--- src/core/iq_framer_pkg.sv ---
// Purpose: Shared constants and types for the serial I/Q output framer
// Assumes: One system clock at 20 MHz
// Notes:   Frame layout and widths are named here once
package iq_framer_pkg;
    localparam int          WORD_W_LONG    = 24;
    localparam int          WORD_W_SHORT   = 16;
    localparam int          BYTE_W         = 8;
    localparam int          RSSI_W         = 6;
    localparam int          RCNT_W         = 2;
    localparam logic [1:0]  RCNT_MAX       = 2'h3;
    localparam logic [5:0]  RSSI_FULLSCALE = 6'h3c;
    localparam int          FRAME_MAX_BITS = 120;
    localparam int          IDLE_HIGH_BITS = 10;
    localparam int          CNT_W          = 7;
    localparam logic [6:0]  IDLE_HIGH_CNT  = 7'h0a;
    localparam int          DIV_W          = 8;
    localparam logic [7:0]  DIV_RESET      = 8'h01;
    localparam int          DEC_W          = 16;
    localparam logic [15:0] DEC_RESET      = 16'h0030;

    typedef struct packed {
        logic [WORD_W_LONG-1:0] i_word;
        logic [WORD_W_LONG-1:0] q_word;
        logic [BYTE_W-1:0]      atten;
        logic [RCNT_W-1:0]      rcnt;
        logic [RSSI_W-1:0]      rssi;
    } sample_t;

    typedef enum logic [1:0] {
        ST_IDLE  = 2'b00,
        ST_SHIFT = 2'b01,
        ST_TAIL  = 2'b11
    } frame_state_t;
endpackage : iq_framer_pkg

--- src/core/sample_if.sv ---
// Purpose: Valid/ready carrier for one frame's sample between framer modules
// Assumes: Single clock domain
// Notes:   Source drives data and valid, sink drives ready
`timescale 1ns/10ps
`default_nettype none
interface sample_if;
    import iq_framer_pkg::*;
    sample_t data;
    logic    valid;
    logic    ready;
    modport src (output data, output valid, input ready);
    modport snk (input data, input valid, output ready);
endinterface : sample_if
`default_nettype wire

--- src/core/frame_shifter.sv ---
// Purpose: Serialises one sample into a frame on the output clock and data pins
// Assumes: Options held stable during a frame
// Notes:   One output bit per two sys_clk ticks times the divider
`timescale 1ns/10ps
`default_nettype none
module frame_shifter
    import iq_framer_pkg::*;
(
    // Clock and reset
    input  wire logic             sys_clk_i,
    input  wire logic             rst_b_i,
    input  wire logic             clk_en_i,
    // Options
    input  wire logic             word_long_i,
    input  wire logic             gain_bytes_enable_i,
    input  wire logic             gain_bytes_alternate_i,
    input  wire logic             embedded_sync_enable_i,
    input  wire logic             marker_late_i,
    input  wire logic [DIV_W-1:0] rate_div_i,
    // Sample in
    sample_if.snk                 smp_s,
    // Raw outputs
    output logic                  sclk_o,
    output logic                  sdata_o,
    output logic                  marker_o,
    output logic                  frame_done_o
);
    frame_state_t               state_ff;
    logic [FRAME_MAX_BITS-1:0]  sr_ff;
    logic [CNT_W-1:0]           bits_ff;
    logic [DIV_W-1:0]           div_ff;
    logic                       sclk_ff;
    logic                       alt_sel_ff;
    logic                       first_ff;
    logic                       mark_ff;
    logic                       mark_pend_ff;
    logic [FRAME_MAX_BITS-1:0]  raw;
    logic [FRAME_MAX_BITS-1:0]  packed_v;
    logic [CNT_W-1:0]           raw_len;
    logic [CNT_W-1:0]           nbytes;
    logic [BYTE_W-1:0]          byte_a;
    logic [BYTE_W-1:0]          byte_b;

    wire tick     = clk_en_i && (div_ff == '0);
    wire fall     = tick && sclk_ff;
    wire [BYTE_W-1:0] rs_byte = {smp_s.data.rcnt, smp_s.data.rssi};

    assign byte_a = gain_bytes_alternate_i ?
                    (alt_sel_ff ? {rs_byte[7:1], 1'b1} : {smp_s.data.atten[7:1], 1'b0})
                    : smp_s.data.atten;
    assign byte_b = rs_byte;

    // frame assembly, MSB first, left justified
    always_comb begin
        raw     = '0;
        raw_len = '0;
        if (word_long_i) begin
            raw[FRAME_MAX_BITS-1 -: 48] = {smp_s.data.i_word, smp_s.data.q_word};
            raw_len = 7'd48;
        end else begin
            raw[FRAME_MAX_BITS-1 -: 32] = {smp_s.data.i_word[23:8], smp_s.data.q_word[23:8]};
            raw_len = 7'd32;
        end
        if (gain_bytes_enable_i) begin
            raw[FRAME_MAX_BITS-1-raw_len -: 16] = {byte_a, gain_bytes_alternate_i ? 8'h00 : byte_b};
            raw_len = raw_len + (gain_bytes_alternate_i ? 7'd8 : 7'd16);
        end
    end

    // start and stop bit wrapping per byte
    assign nbytes = raw_len >> 3;
    always_comb begin
        packed_v = '1;
        for (int k = 0; k < 8; k++) begin
            if (k < nbytes) begin
                packed_v[FRAME_MAX_BITS-1-10*k -: 10] = {1'b0, raw[FRAME_MAX_BITS-1-8*k -: 8], 1'b1};
            end
        end
    end

    assign smp_s.ready = clk_en_i && (state_ff == ST_IDLE) && tick && !sclk_ff;
    assign sclk_o      = sclk_ff;
    // Idle level until the first fall, so data never moves on a rising edge
    assign sdata_o     = sr_ff[FRAME_MAX_BITS-1] | (state_ff != ST_SHIFT) | first_ff;
    assign marker_o    = mark_ff;

    always_ff @(posedge sys_clk_i) begin
        if (!rst_b_i) begin
            div_ff <= '0;
            sclk_ff <= 1'b0;
        end else if (clk_en_i) begin
            div_ff <= (div_ff == '0) ? rate_div_i - 8'h01 : div_ff - 8'h01;
            if (div_ff == '0) begin
                sclk_ff <= ~sclk_ff;
            end
        end
    end

    // one frame per sample, idle tail
    always_ff @(posedge sys_clk_i) begin
        if (!rst_b_i) begin
            state_ff     <= ST_IDLE;
            sr_ff        <= '1;
            bits_ff      <= '0;
            alt_sel_ff   <= 1'b0;
            first_ff     <= 1'b0;
            mark_ff      <= 1'b0;
            mark_pend_ff <= 1'b0;
            frame_done_o <= 1'b0;
        end else if (clk_en_i) begin
            frame_done_o <= 1'b0;
            case (state_ff)
                ST_IDLE: begin
                    if (smp_s.valid && smp_s.ready) begin
                        sr_ff      <= embedded_sync_enable_i ? packed_v : raw;
                        bits_ff    <= embedded_sync_enable_i ? (nbytes * 7'd10) : raw_len;
                        alt_sel_ff <= gain_bytes_enable_i ? ~alt_sel_ff : alt_sel_ff;
                        first_ff   <= 1'b1;
                        state_ff   <= ST_SHIFT;
                    end
                end
                ST_SHIFT: begin
                    if (fall) begin
                        // marker one bit wide, optionally one clock late
                        mark_pend_ff <= first_ff;
                        mark_ff      <= !embedded_sync_enable_i && (marker_late_i ? mark_pend_ff : first_ff);
                        first_ff     <= 1'b0;
                        if (!first_ff) begin
                            sr_ff   <= {sr_ff[FRAME_MAX_BITS-2:0], 1'b1};
                            bits_ff <= bits_ff - 7'd1;
                            if (bits_ff == 7'd1) begin
                                bits_ff  <= embedded_sync_enable_i ? IDLE_HIGH_CNT : 7'd0;
                                state_ff <= ST_TAIL;
                            end
                        end
                    end
                end
                ST_TAIL: begin
                    if (fall) begin
                        mark_ff      <= 1'b0;
                        mark_pend_ff <= 1'b0;
                        if (bits_ff == '0) begin
                            frame_done_o <= 1'b1;
                            state_ff     <= ST_IDLE;
                        end else begin
                            bits_ff <= bits_ff - 7'd1;
                        end
                    end
                end
                default: state_ff <= ST_IDLE;
            endcase
        end
    end
endmodule : frame_shifter
`default_nettype wire

--- src/core/iq_serial_output_framer.sv ---
// Purpose: Serial I/Q output framer, 3-wire or 2-wire embedded sync
// Assumes: Decimated samples arrive on sys_clk with a valid strobe
// Notes:   Pins are registered once so clock, data and marker move together
// Summary of operation
// - Three-wire mode drives frame marker, output clock and serial data.
// - Two-wire mode embeds framing in data; only clock and data used.
// - One frame per decimated sample; rate is modulator clock over decimation.
// - I word then Q word, 24 or 16 bits, MSB first, two's complement.
// - Two status bytes follow Q only when gain bytes enabled.
// - First status byte is attenuation, 0 none to 255 at 24 dB.
// - Second status byte is 2-bit reset count and 6-bit strength.
// - Reset count counts modulator resets since last report, saturating at 3; code clears it on every sample taken, reported or not.
// - Strength is linear estimate after first decimation; 60 is full scale.
// - Alternate clear: both status bytes follow as one 16-bit word.
// - Alternate set: one status byte per frame, alternating attenuation and strength.
// - Alternate mode forces attenuation LSB to 0, strength byte LSB to 1.
// - Embedded sync wraps each byte with low start and high stop bit.
// - Embedded sync ends each frame with at least ten high bits.
// - Embedded sync holds marker low or tristated, tristate by default.
// - Marker invert flips marker polarity.
// - Late marker delays marker one output clock; ignored in embedded sync.
// - Clock invert flips output clock; clock tristate releases it.
`timescale 1ns/10ps
`default_nettype none
module iq_serial_output_framer
    import iq_framer_pkg::*;
(
    // Clock, reset, enable
    input  wire logic             sys_clk_i,
    input  wire logic             rst_b_i,
    input  wire logic             clk_en_i,
    // Configuration
    input  wire logic             word_long_i,
    input  wire logic             gain_bytes_enable_i,
    input  wire logic             gain_bytes_alternate_i,
    input  wire logic             embedded_sync_enable_i,
    input  wire logic             marker_tristate_select_i,
    input  wire logic             marker_invert_i,
    input  wire logic             marker_late_i,
    input  wire logic             out_clock_invert_i,
    input  wire logic             out_clock_tristate_i,
    input  wire logic [DIV_W-1:0] serial_out_rate_divider_i,
    // Decimated sample input
    input  wire logic             sample_valid_i,
    output logic                  sample_ready_o,
    input  wire logic [23:0]      i_word_i,
    input  wire logic [23:0]      q_word_i,
    input  wire logic [7:0]       atten_i,
    input  wire logic [5:0]       rssi_i,
    input  wire logic             mod_reset_evt_i,
    // Serial pins
    output logic                  frame_marker_o,
    output logic                  frame_marker_oe_o,
    output logic                  serial_clock_out_o,
    output logic                  serial_clock_out_oe_o,
    output logic                  primary_serial_output_o
);
    sample_if in_s ();
    sample_if buf_s ();

    logic [RCNT_W-1:0] rcnt_ff;
    logic              sclk_raw;
    logic              sdata_raw;
    logic              mark_raw;
    logic              sclk_q_ff;
    logic              sdata_q_ff;
    logic              mark_q_ff;

    wire take = sample_valid_i && in_s.ready && clk_en_i;

    assign in_s.data        = {i_word_i, q_word_i, atten_i, rcnt_ff, rssi_i};
    assign in_s.valid       = sample_valid_i;
    assign sample_ready_o   = in_s.ready;

    // saturating reset count, cleared on every sample taken; new event wins
    always_ff @(posedge sys_clk_i) begin
        if (!rst_b_i) begin
            rcnt_ff <= '0;
        end else if (clk_en_i) begin
            if (take) begin
                rcnt_ff <= {1'b0, mod_reset_evt_i};
            end else if (mod_reset_evt_i && rcnt_ff != RCNT_MAX) begin
                rcnt_ff <= rcnt_ff + 2'h1;
            end
        end
    end

    sample_skid_buf u_buf (
        .sys_clk_i (sys_clk_i),
        .rst_b_i   (rst_b_i),
        .clk_en_i  (clk_en_i),
        .in_s      (in_s),
        .out_s     (buf_s)
    );

    frame_shifter u_shift (
        .sys_clk_i              (sys_clk_i),
        .rst_b_i                (rst_b_i),
        .clk_en_i               (clk_en_i),
        .word_long_i            (word_long_i),
        .gain_bytes_enable_i    (gain_bytes_enable_i),
        .gain_bytes_alternate_i (gain_bytes_alternate_i),
        .embedded_sync_enable_i (embedded_sync_enable_i),
        .marker_late_i          (marker_late_i),
        .rate_div_i             (serial_out_rate_divider_i),
        .smp_s                  (buf_s),
        .sclk_o                 (sclk_raw),
        .sdata_o                (sdata_raw),
        .marker_o               (mark_raw),
        .frame_done_o           ()
    );

    always_ff @(posedge sys_clk_i) begin
        if (!rst_b_i) begin
            sclk_q_ff  <= 1'b0;
            sdata_q_ff <= 1'b1;
            mark_q_ff  <= 1'b0;
        end else if (clk_en_i) begin
            sclk_q_ff  <= sclk_raw;
            sdata_q_ff <= sdata_raw;
            mark_q_ff  <= mark_raw;
        end
    end

    // pin drive, clock invert and tristate
    assign serial_clock_out_o      = sclk_q_ff ^ out_clock_invert_i;
    assign serial_clock_out_oe_o   = !out_clock_tristate_i;
    assign primary_serial_output_o = sdata_q_ff;
    // marker polarity and release in embedded sync
    assign frame_marker_o    = embedded_sync_enable_i ? 1'b0 : (mark_q_ff ^ marker_invert_i);
    assign frame_marker_oe_o = !(embedded_sync_enable_i && !marker_tristate_select_i);
endmodule : iq_serial_output_framer
`default_nettype wire

--- src/core/sample_skid_buf.sv ---
// Purpose: Two-entry buffer in the sample path so a stalled shifter loses nothing
// Assumes: Single clock, synchronous active-low reset
// Notes:   Ready toward the source drops only when both entries are full
`timescale 1ns/10ps
`default_nettype none
module sample_skid_buf
    import iq_framer_pkg::*;
(
    // Clock and reset
    input  wire logic sys_clk_i,
    input  wire logic rst_b_i,
    input  wire logic clk_en_i,
    // Stream sides
    sample_if.snk     in_s,
    sample_if.src     out_s
);
    sample_t mem_ff [2];
    logic    wr_ptr_ff;
    logic    rd_ptr_ff;
    logic [1:0] cnt_ff;
    wire push = in_s.valid && in_s.ready && clk_en_i;
    wire pop  = out_s.valid && out_s.ready && clk_en_i;

    assign in_s.ready  = (cnt_ff != 2'h2);
    assign out_s.valid = (cnt_ff != 2'h0);
    assign out_s.data  = mem_ff[rd_ptr_ff];

    always_ff @(posedge sys_clk_i) begin
        if (!rst_b_i) begin
            wr_ptr_ff <= 1'b0;
            rd_ptr_ff <= 1'b0;
            cnt_ff    <= 2'h0;
        end else begin
            if (push) begin
                wr_ptr_ff <= ~wr_ptr_ff;
            end
            if (pop) begin
                rd_ptr_ff <= ~rd_ptr_ff;
            end
            cnt_ff <= cnt_ff + {1'b0, push} - {1'b0, pop};
        end
    end

    always_ff @(posedge sys_clk_i) begin
        if (push) begin
            mem_ff[wr_ptr_ff] <= in_s.data;
        end
    end
endmodule : sample_skid_buf
`default_nettype wire
--- config.mk ---
export PLATFORM = sky130hd
export DESIGN_NAME = iq_serial_output_framer
export DESIGN_NICKNAME = d
export VERILOG_FILES = /design/src/core/iq_framer_pkg.sv /design/src/core/sample_if.sv /design/src/core/frame_shifter.sv /design/src/core/iq_serial_output_framer.sv /design/src/core/sample_skid_buf.sv
export SDC_FILE = /design/constraint.sdc
export NUM_CORES = 1
export LEC_CHECK = 0
export BUFFER_PORTS_ARGS = -buffer_cell sky130_fd_sc_hd__buf_2
export CAP_MARGIN = 15
export CORE_MARGIN = 2
export CORE_UTILIZATION = 56
export CTS_CLUSTER_DIAMETER = 50
export DETAILED_ROUTE_END_ITERATION = 16
export PLACE_DENSITY_LB_ADDON = 0.25
export SETUP_SLACK_MARGIN = 0.02
export SYNTH_ARGS = -nofsm -noshare
export SYNTH_HDL_FRONTEND = slang
export SYNTH_SLANG_ARGS = --single-unit
--- constraint.sdc ---
create_clock -name sys_clk_i -period 14.2 [get_ports sys_clk_i]
set_input_delay 2.84 -clock sys_clk_i [delete_from_list [all_inputs] [get_ports sys_clk_i]]
set_output_delay 2.84 -clock sys_clk_i [all_outputs]
set_load 0.01 [all_outputs]
### After elaboration in Yosys (flattened, before gate mapping)

Memory sizes are Yosys's and may differ from the RTL's. A register that Yosys moved wholly into a read port is not among the register bits.
Cells that the tools add are included.
W data, S select, Z words.

* flip-flop bits (word level): 151
* memory bits (writable): 128
* bits of input ports: 84
* output and inout port bits: 6
* word-level logic and storage cells: 146
* memories: 1

* $add $sub $neg: 9
* multipliers: 1
* $lt $le $gt $ge: 8
* equality and inequality tests: 13
* shifts and indexed selects: 2
* mux-type cells: 55
* bitwise operators: 8
* reductions and logical operators: 33

Memory list
* u_buf.mem_ff: words 2, bits a word 64, rd ports 1, clocked after memory_dff 1, wr ports 1, line sample_skid_buf.sv:17 `sample_t mem_ff [2];`

Operators with widths (number)
* $mux W120: 5
* $pmux W120 S2: 1
* $shift A16 B34 Y135 const A: 1
* $shiftx A16 B34 Y135: 1
* $bwmux W120: 1
* $mux W10: 8
* $mux W7: 8
* $neg A32 Y34: 1
* $mux W16: 2
* $mux W8: 4
* $pmux W7 S3: 1
* $lt A3 B4 Y1 const A: 4
* $mux W2: 8
* $sub A8 B1 Y8 const B: 2
* $reduce_and A7 Y1: 2
* $logic_and A1 B1 Y1: 12
* $reduce_and A4 Y1: 3
* $mux W1: 10
* $mux W5: 2
* $ne A2 B1 Y1 const B: 5
* $ne A2 B2 Y1 const B: 5
* $logic_not A8 Y1: 1
* $lt A1 B4 Y1 const A: 2
* $lt A2 B4 Y1 const A: 2
* other kinds (23): 38

### Longest topological paths before layout

* depth after elaboration: 10
* gate-level depth with buffers: 13
* depth with buffers taken out: 12

### Modules after synthesis

From an unflattened synthesis, not the netlist that was laid out.

* cell total of the unflattened synthesis: 1232
* area total of the unflattened synthesis: 13264.0 sq um

Modules (own cells, without submodules)
* frame_shifter: instances 1, cells each 979, area each 7805.0 sq um, seq. area each 2862.7 sq um
* sample_skid_buf: instances 1, cells each 224, area each 5167.5 sq um, seq. area each 3943.8 sq um
* iq_serial_output_framer: instances 1, cells each 29, area each 291.5 sq um, seq. area each 100.1 sq um

### Worst setup path before layout

OpenSTA, ideal clock, no wires.

* kind: input to register
* start: in clk_en_i
* end: mem u_buf.mem_ff[0][0] (netlist name), enable pin
* library setup time: 487 ps
* data arrival time: 6019 ps
* required time: 13713 ps
* setup slack: 7694 ps
* stages on the path: 3
* path buffers: 1
* cells stage by stage: clkbuf_1 -> nand3_1 -> nor2_1

* cells in the longest elaborated chain, start to end: 3

Ends and longest elaborated chain
* start: declaration: line iq_serial_output_framer.sv:31 `input wire logic clk_en_i,`
* $logic_and A1 B1 Y1: line sample_skid_buf.sv:21 `wire push = in_s.valid && in_s.ready && clk_en_i;`
* $mux W1: line sample_skid_buf.sv:45 `if (push) begin`
* $mux W1 (not written as such): line sample_skid_buf.sv:46 `mem_ff[wr_ptr_ff] <= in_s.data;`
* end: declaration: line sample_skid_buf.sv:17

Every way passes these cells.

### Worst setup path in the final report

* start: in embedded_sync_enable_i
* end: out frame_marker_o

* cells in the longest elaborated chain, start to end: 1

Ends and longest elaborated chain
* start: declaration: line iq_serial_output_framer.sv:36 `input wire logic embedded_sync_enable_i,`
* $mux W1: line iq_serial_output_framer.sv:130 `assign frame_marker_o = embedded_sync_enable_i ? 1'b0 : (mark_q_ff ^ marker_invert_i);`
* end: declaration: line iq_serial_output_framer.sv:52 `output logic frame_marker_o,`

Every way passes these cells.

==> impl_metrics.tcl <==
set metrics [dict create \
    async_flop_share_pct 0 \
    crit_cells 3 \
    crit_family "buffers and inverters" \
    power_per_cell_area_mw_per_mm2 177 \
    finalSetupViolations 0 \
    ff2ff_path_depth 6 \
    max_slew_margin_pct 29.2 \
    fp.dieW_um 154 \
    holdPathStages 2 \
    clockRootBuffer "clkbuf_16" \
    finalHoldViolCount 0 \
    clockPowerShare_pct 30.4 \
    start_util_pct 56.5 \
    synthCells 1191 \
    clock_skew_ns 0.0161 \
    max-cap-violations 0 \
    timing.final.ws_setup_ns 7.59 \
    io_buffers 89 \
    grt_pass1_vias 8713 \
    row_count 55 \
    status "finished, final reports clean" \
    grt_setup_unrepaired "no" \
    drcViolationCount 0 \
    clock_path_buffers 3 \
    synth_top_area_share_pct 30.3 \
    nets 1318 \
    cp_slowest_stage_delay_ns 0.64 \
    ys.warnings.count 0 \
    critical_path.startpoint_type "input pin" \
    finalSetupTns_ns 0 \
    routabilityCongestion 0.815 \
    crit_slowest_cell "buf_2" \
    post_cts_buffers 0 \
    fin_area_mm2 0.0141 \
    firstDrtPassIters 7 \
    post-place-ws_ns 7.58 \
    path_cells "buf_2, nor2_1, buf_2" \
    hpwl_um 16400 \
    ys_seq_area_share_pct 54.3 \
    end_kind "primary output" \
    worstHoldPathType "flip-flop to flip-flop" \
    switching_share_pct 32.9 \
    total_power_mw 2.50 \
    peakVddDrop_uv 128 \
    period_share_pct 46.5 \
    timing.reg2reg.setup_slack_ns 10.79 \
    period_needed_ns 6.61 \
    p_leak_nw 5.40 \
    pwr-share-comb_pct 27.2 \
    fin_util_pct 63.1 \
    ant_nets 0 \
    pin_count 90 \
    hold_buffers 0 \
    clock.fmax_ghz 0.151 \
    synth.cell_area_mm2 0.0127 \
    cts_tree "built" \
    cts_max_level 1 \
    dpl-instance-area_mm2 0.0132 \
    ys_top_cells_by_area "edfxtp_1, dfxtp_1, nand2_1" \
    crit_arrival_ns 3.77 \
    p_seq_share_pct 42.4 \
    cp_max_fo 40 \
    cts.clk_slew.worst_paths_ns 0.06 \
    ys_ff_latch 280 \
    grt_max_degree 111 \
    path_class "input pin to primary output" \
    cts_resized 0 \
    grt_use_total_pct 22.3 \
    wirelength_um 27500 \
    p_int_mw 1.67 \
    crit_top_cell "buf_2" \
    yosysTopAreaCell "edfxtp_1" \
    synth_nets 1287 \
    coreArea_mm2 0.0224 \
    die-area_mm2 0.0238 \
    diodes 0 \
    grt_pass1_wl_um 44100 \
    clock_latency_ns 0.57 \
    worstPathRequired_ns 11.36 \
    clock_sinks 280 \
    maxSlewViolCount 0 \
    grt_overflow 0 \
    cts_buffers 31 \
    drive_above_1_share_pct 17.7 \
    vias 9444 \
    routedWlPerCell_um 17.9 \
    first_iter_violations 985 \
    synth_area_per_cell_um2 10.6 \
    power_switching_uw 823 \
    ys.flop_type "dfxtp_1" \
    tightest_slew_ns 1.05 \
    viasPerCell 6.16 \
    synth_edf_count 128 \
    die_h_um 154 \
    synth_cell_type_count 73 \
    path_buf_inv 2 \
    antenna_found_initial 0 \
    syn2layout_area_growth_pct 11.7 \
]
area by class of cell:
type	count	area [µm²]
Clock buffer	44	878
Clock inverter	14	101
Fill cell	1839	8290
Inverter	16	60.1
Multi-Input combinational cell	791	5320
Sequential cell	280	6890
Tap cell	285	357
Timing Repair Buffer	102	546
path summary, 6_finish.rpt:
check	startpoint	endpoint
setup reg to reg	u_shift.div_ff[0]$_SDFFE_PN0P_	u_shift.sr_ff[119]$_SDFFE_PN1P_
hold reg to reg	u_shift.sr_ff[110]$_SDFFE_PN1P_	u_shift.sr_ff[110]$_SDFFE_PN1P_
setup / recovery	embedded_sync_enable_i	frame_marker_o
hold / removal	u_shift.sr_ff[110]$_SDFFE_PN1P_	u_shift.sr_ff[110]$_SDFFE_PN1P_
cells in the mapped netlist (all sizes together) (4+ instances only):
cell,count
o21ai,41
o22ai,9
clkbuf,78
or4,5
and2,9
edfxtp,128
dfxtp,152
inv,16
nor3b,18
a221o,16
nor2,89
nand2b,7
a21oi,78
buf,26
o21a,4
a221oi,23
or3,4
nor4,7
nand3,16
nor3,13
xnor2,7
mux4,13
o211ai,79
o211a,4
a41oi,5
ha,11
a211oi,6
nand2,159
or2,5
mux2i,31
mux2,36
a31oi,11
nor2b,4
a2111oi,6
o311ai,26
xor2,4
logic make-up (layout without fill, tap and decap cells):
group,count (synthesis),count (layout),synth area share (%)
compound gates,340,340,19.2
simple gates,348,348,12.5
mux,80,80,7.96
fa+ha+maj,12,12,1.24
buf+inv,120,176,3.98
xor+xnor,11,11,0.760
flops,280,280,54.3
flip-flops by register name, indices dropped and copies added, names as in the netlist, named ones only:
register                 flops
u_shift.sclk_o               1
u_buf.rd_ptr_ff              1
sclk_q_ff                    1
rcnt_ff                      2
u_buf.wr_ptr_ff              1
u_shift.alt_sel_ff           1
u_buf.cnt_ff                 2
u_shift.bits_ff              7
u_shift.first_ff             1
u_shift.sr_ff              120
u_shift.mark_pend_ff         1
primary_serial_output_o      1
u_buf.mem_ff               128
u_shift.state_ff             2
mark_q_ff                    1
u_shift.marker_o             1
u_shift.div_ff               8
metal layers:
layer  track usage [%]  vias up  share of wire (%)
met2              37.3      265                 48
met3              3.14       56                4.9
li1                  -     4563                  -
met4              5.60        0                2.1
met5                 0        -                  0
met1              30.9     4560                 45
power by group through the flow:
stage / clock, mW / combinational [mW] / sequential, mW
2_1_floorplan: 0 / 0.553 / 1.05
3_3_place_gp: 0 / 0.657 / 1.07
3_5_place_dp: 0 / 0.670 / 1.07
4_1_cts: 0.772 / 0.675 / 1.06
5_1_grt: 0.802 / 0.757 / 1.07
6_report: 0.760 / 0.679 / 1.06
worst min-delay path: stages, from the launching register on:
cell and delay, ns:
dfxtp_1 0.31, nand2_1 0.05, nand3_1 0.06
metrics by stage:
step	hold slack, ns	instances
4_1_cts	0.474	1531
3_5_place_dp	0.459	1473
5_1_grt	0.497	1532
2_1_floorplan	0.436	1191
6_report	0.471	1532
3_3_place_gp	0.452	1473
cell usage in the layout (no fill, tap or decap), types with 6 or more instances in the layout:
cell type,n
nand2_1,159
dfxtp_1,151
edfxtp_1,128
buf_2,88
nor2_1,87
o211ai_1,79
a21oi_1,78
mux2_2,36
mux2i_1,31
clkbuf_16,31
o21ai_0,27
o311ai_0,20
a221oi_1,19
nor3b_1,18
inv_1,16
nand3_1,16
a221o_1,16
o21ai_1,14
nor3_1,13
mux4_2,13
buf_4,13
a31oi_1,11
ha_1,11
o22ai_1,9
nor4_1,7
nand2b_1,7
and2_1,7
xnor2_1,7
clkbuf_1,7
a2111oi_0,6
No activity file was read; power rests on OpenSTA's default activity.
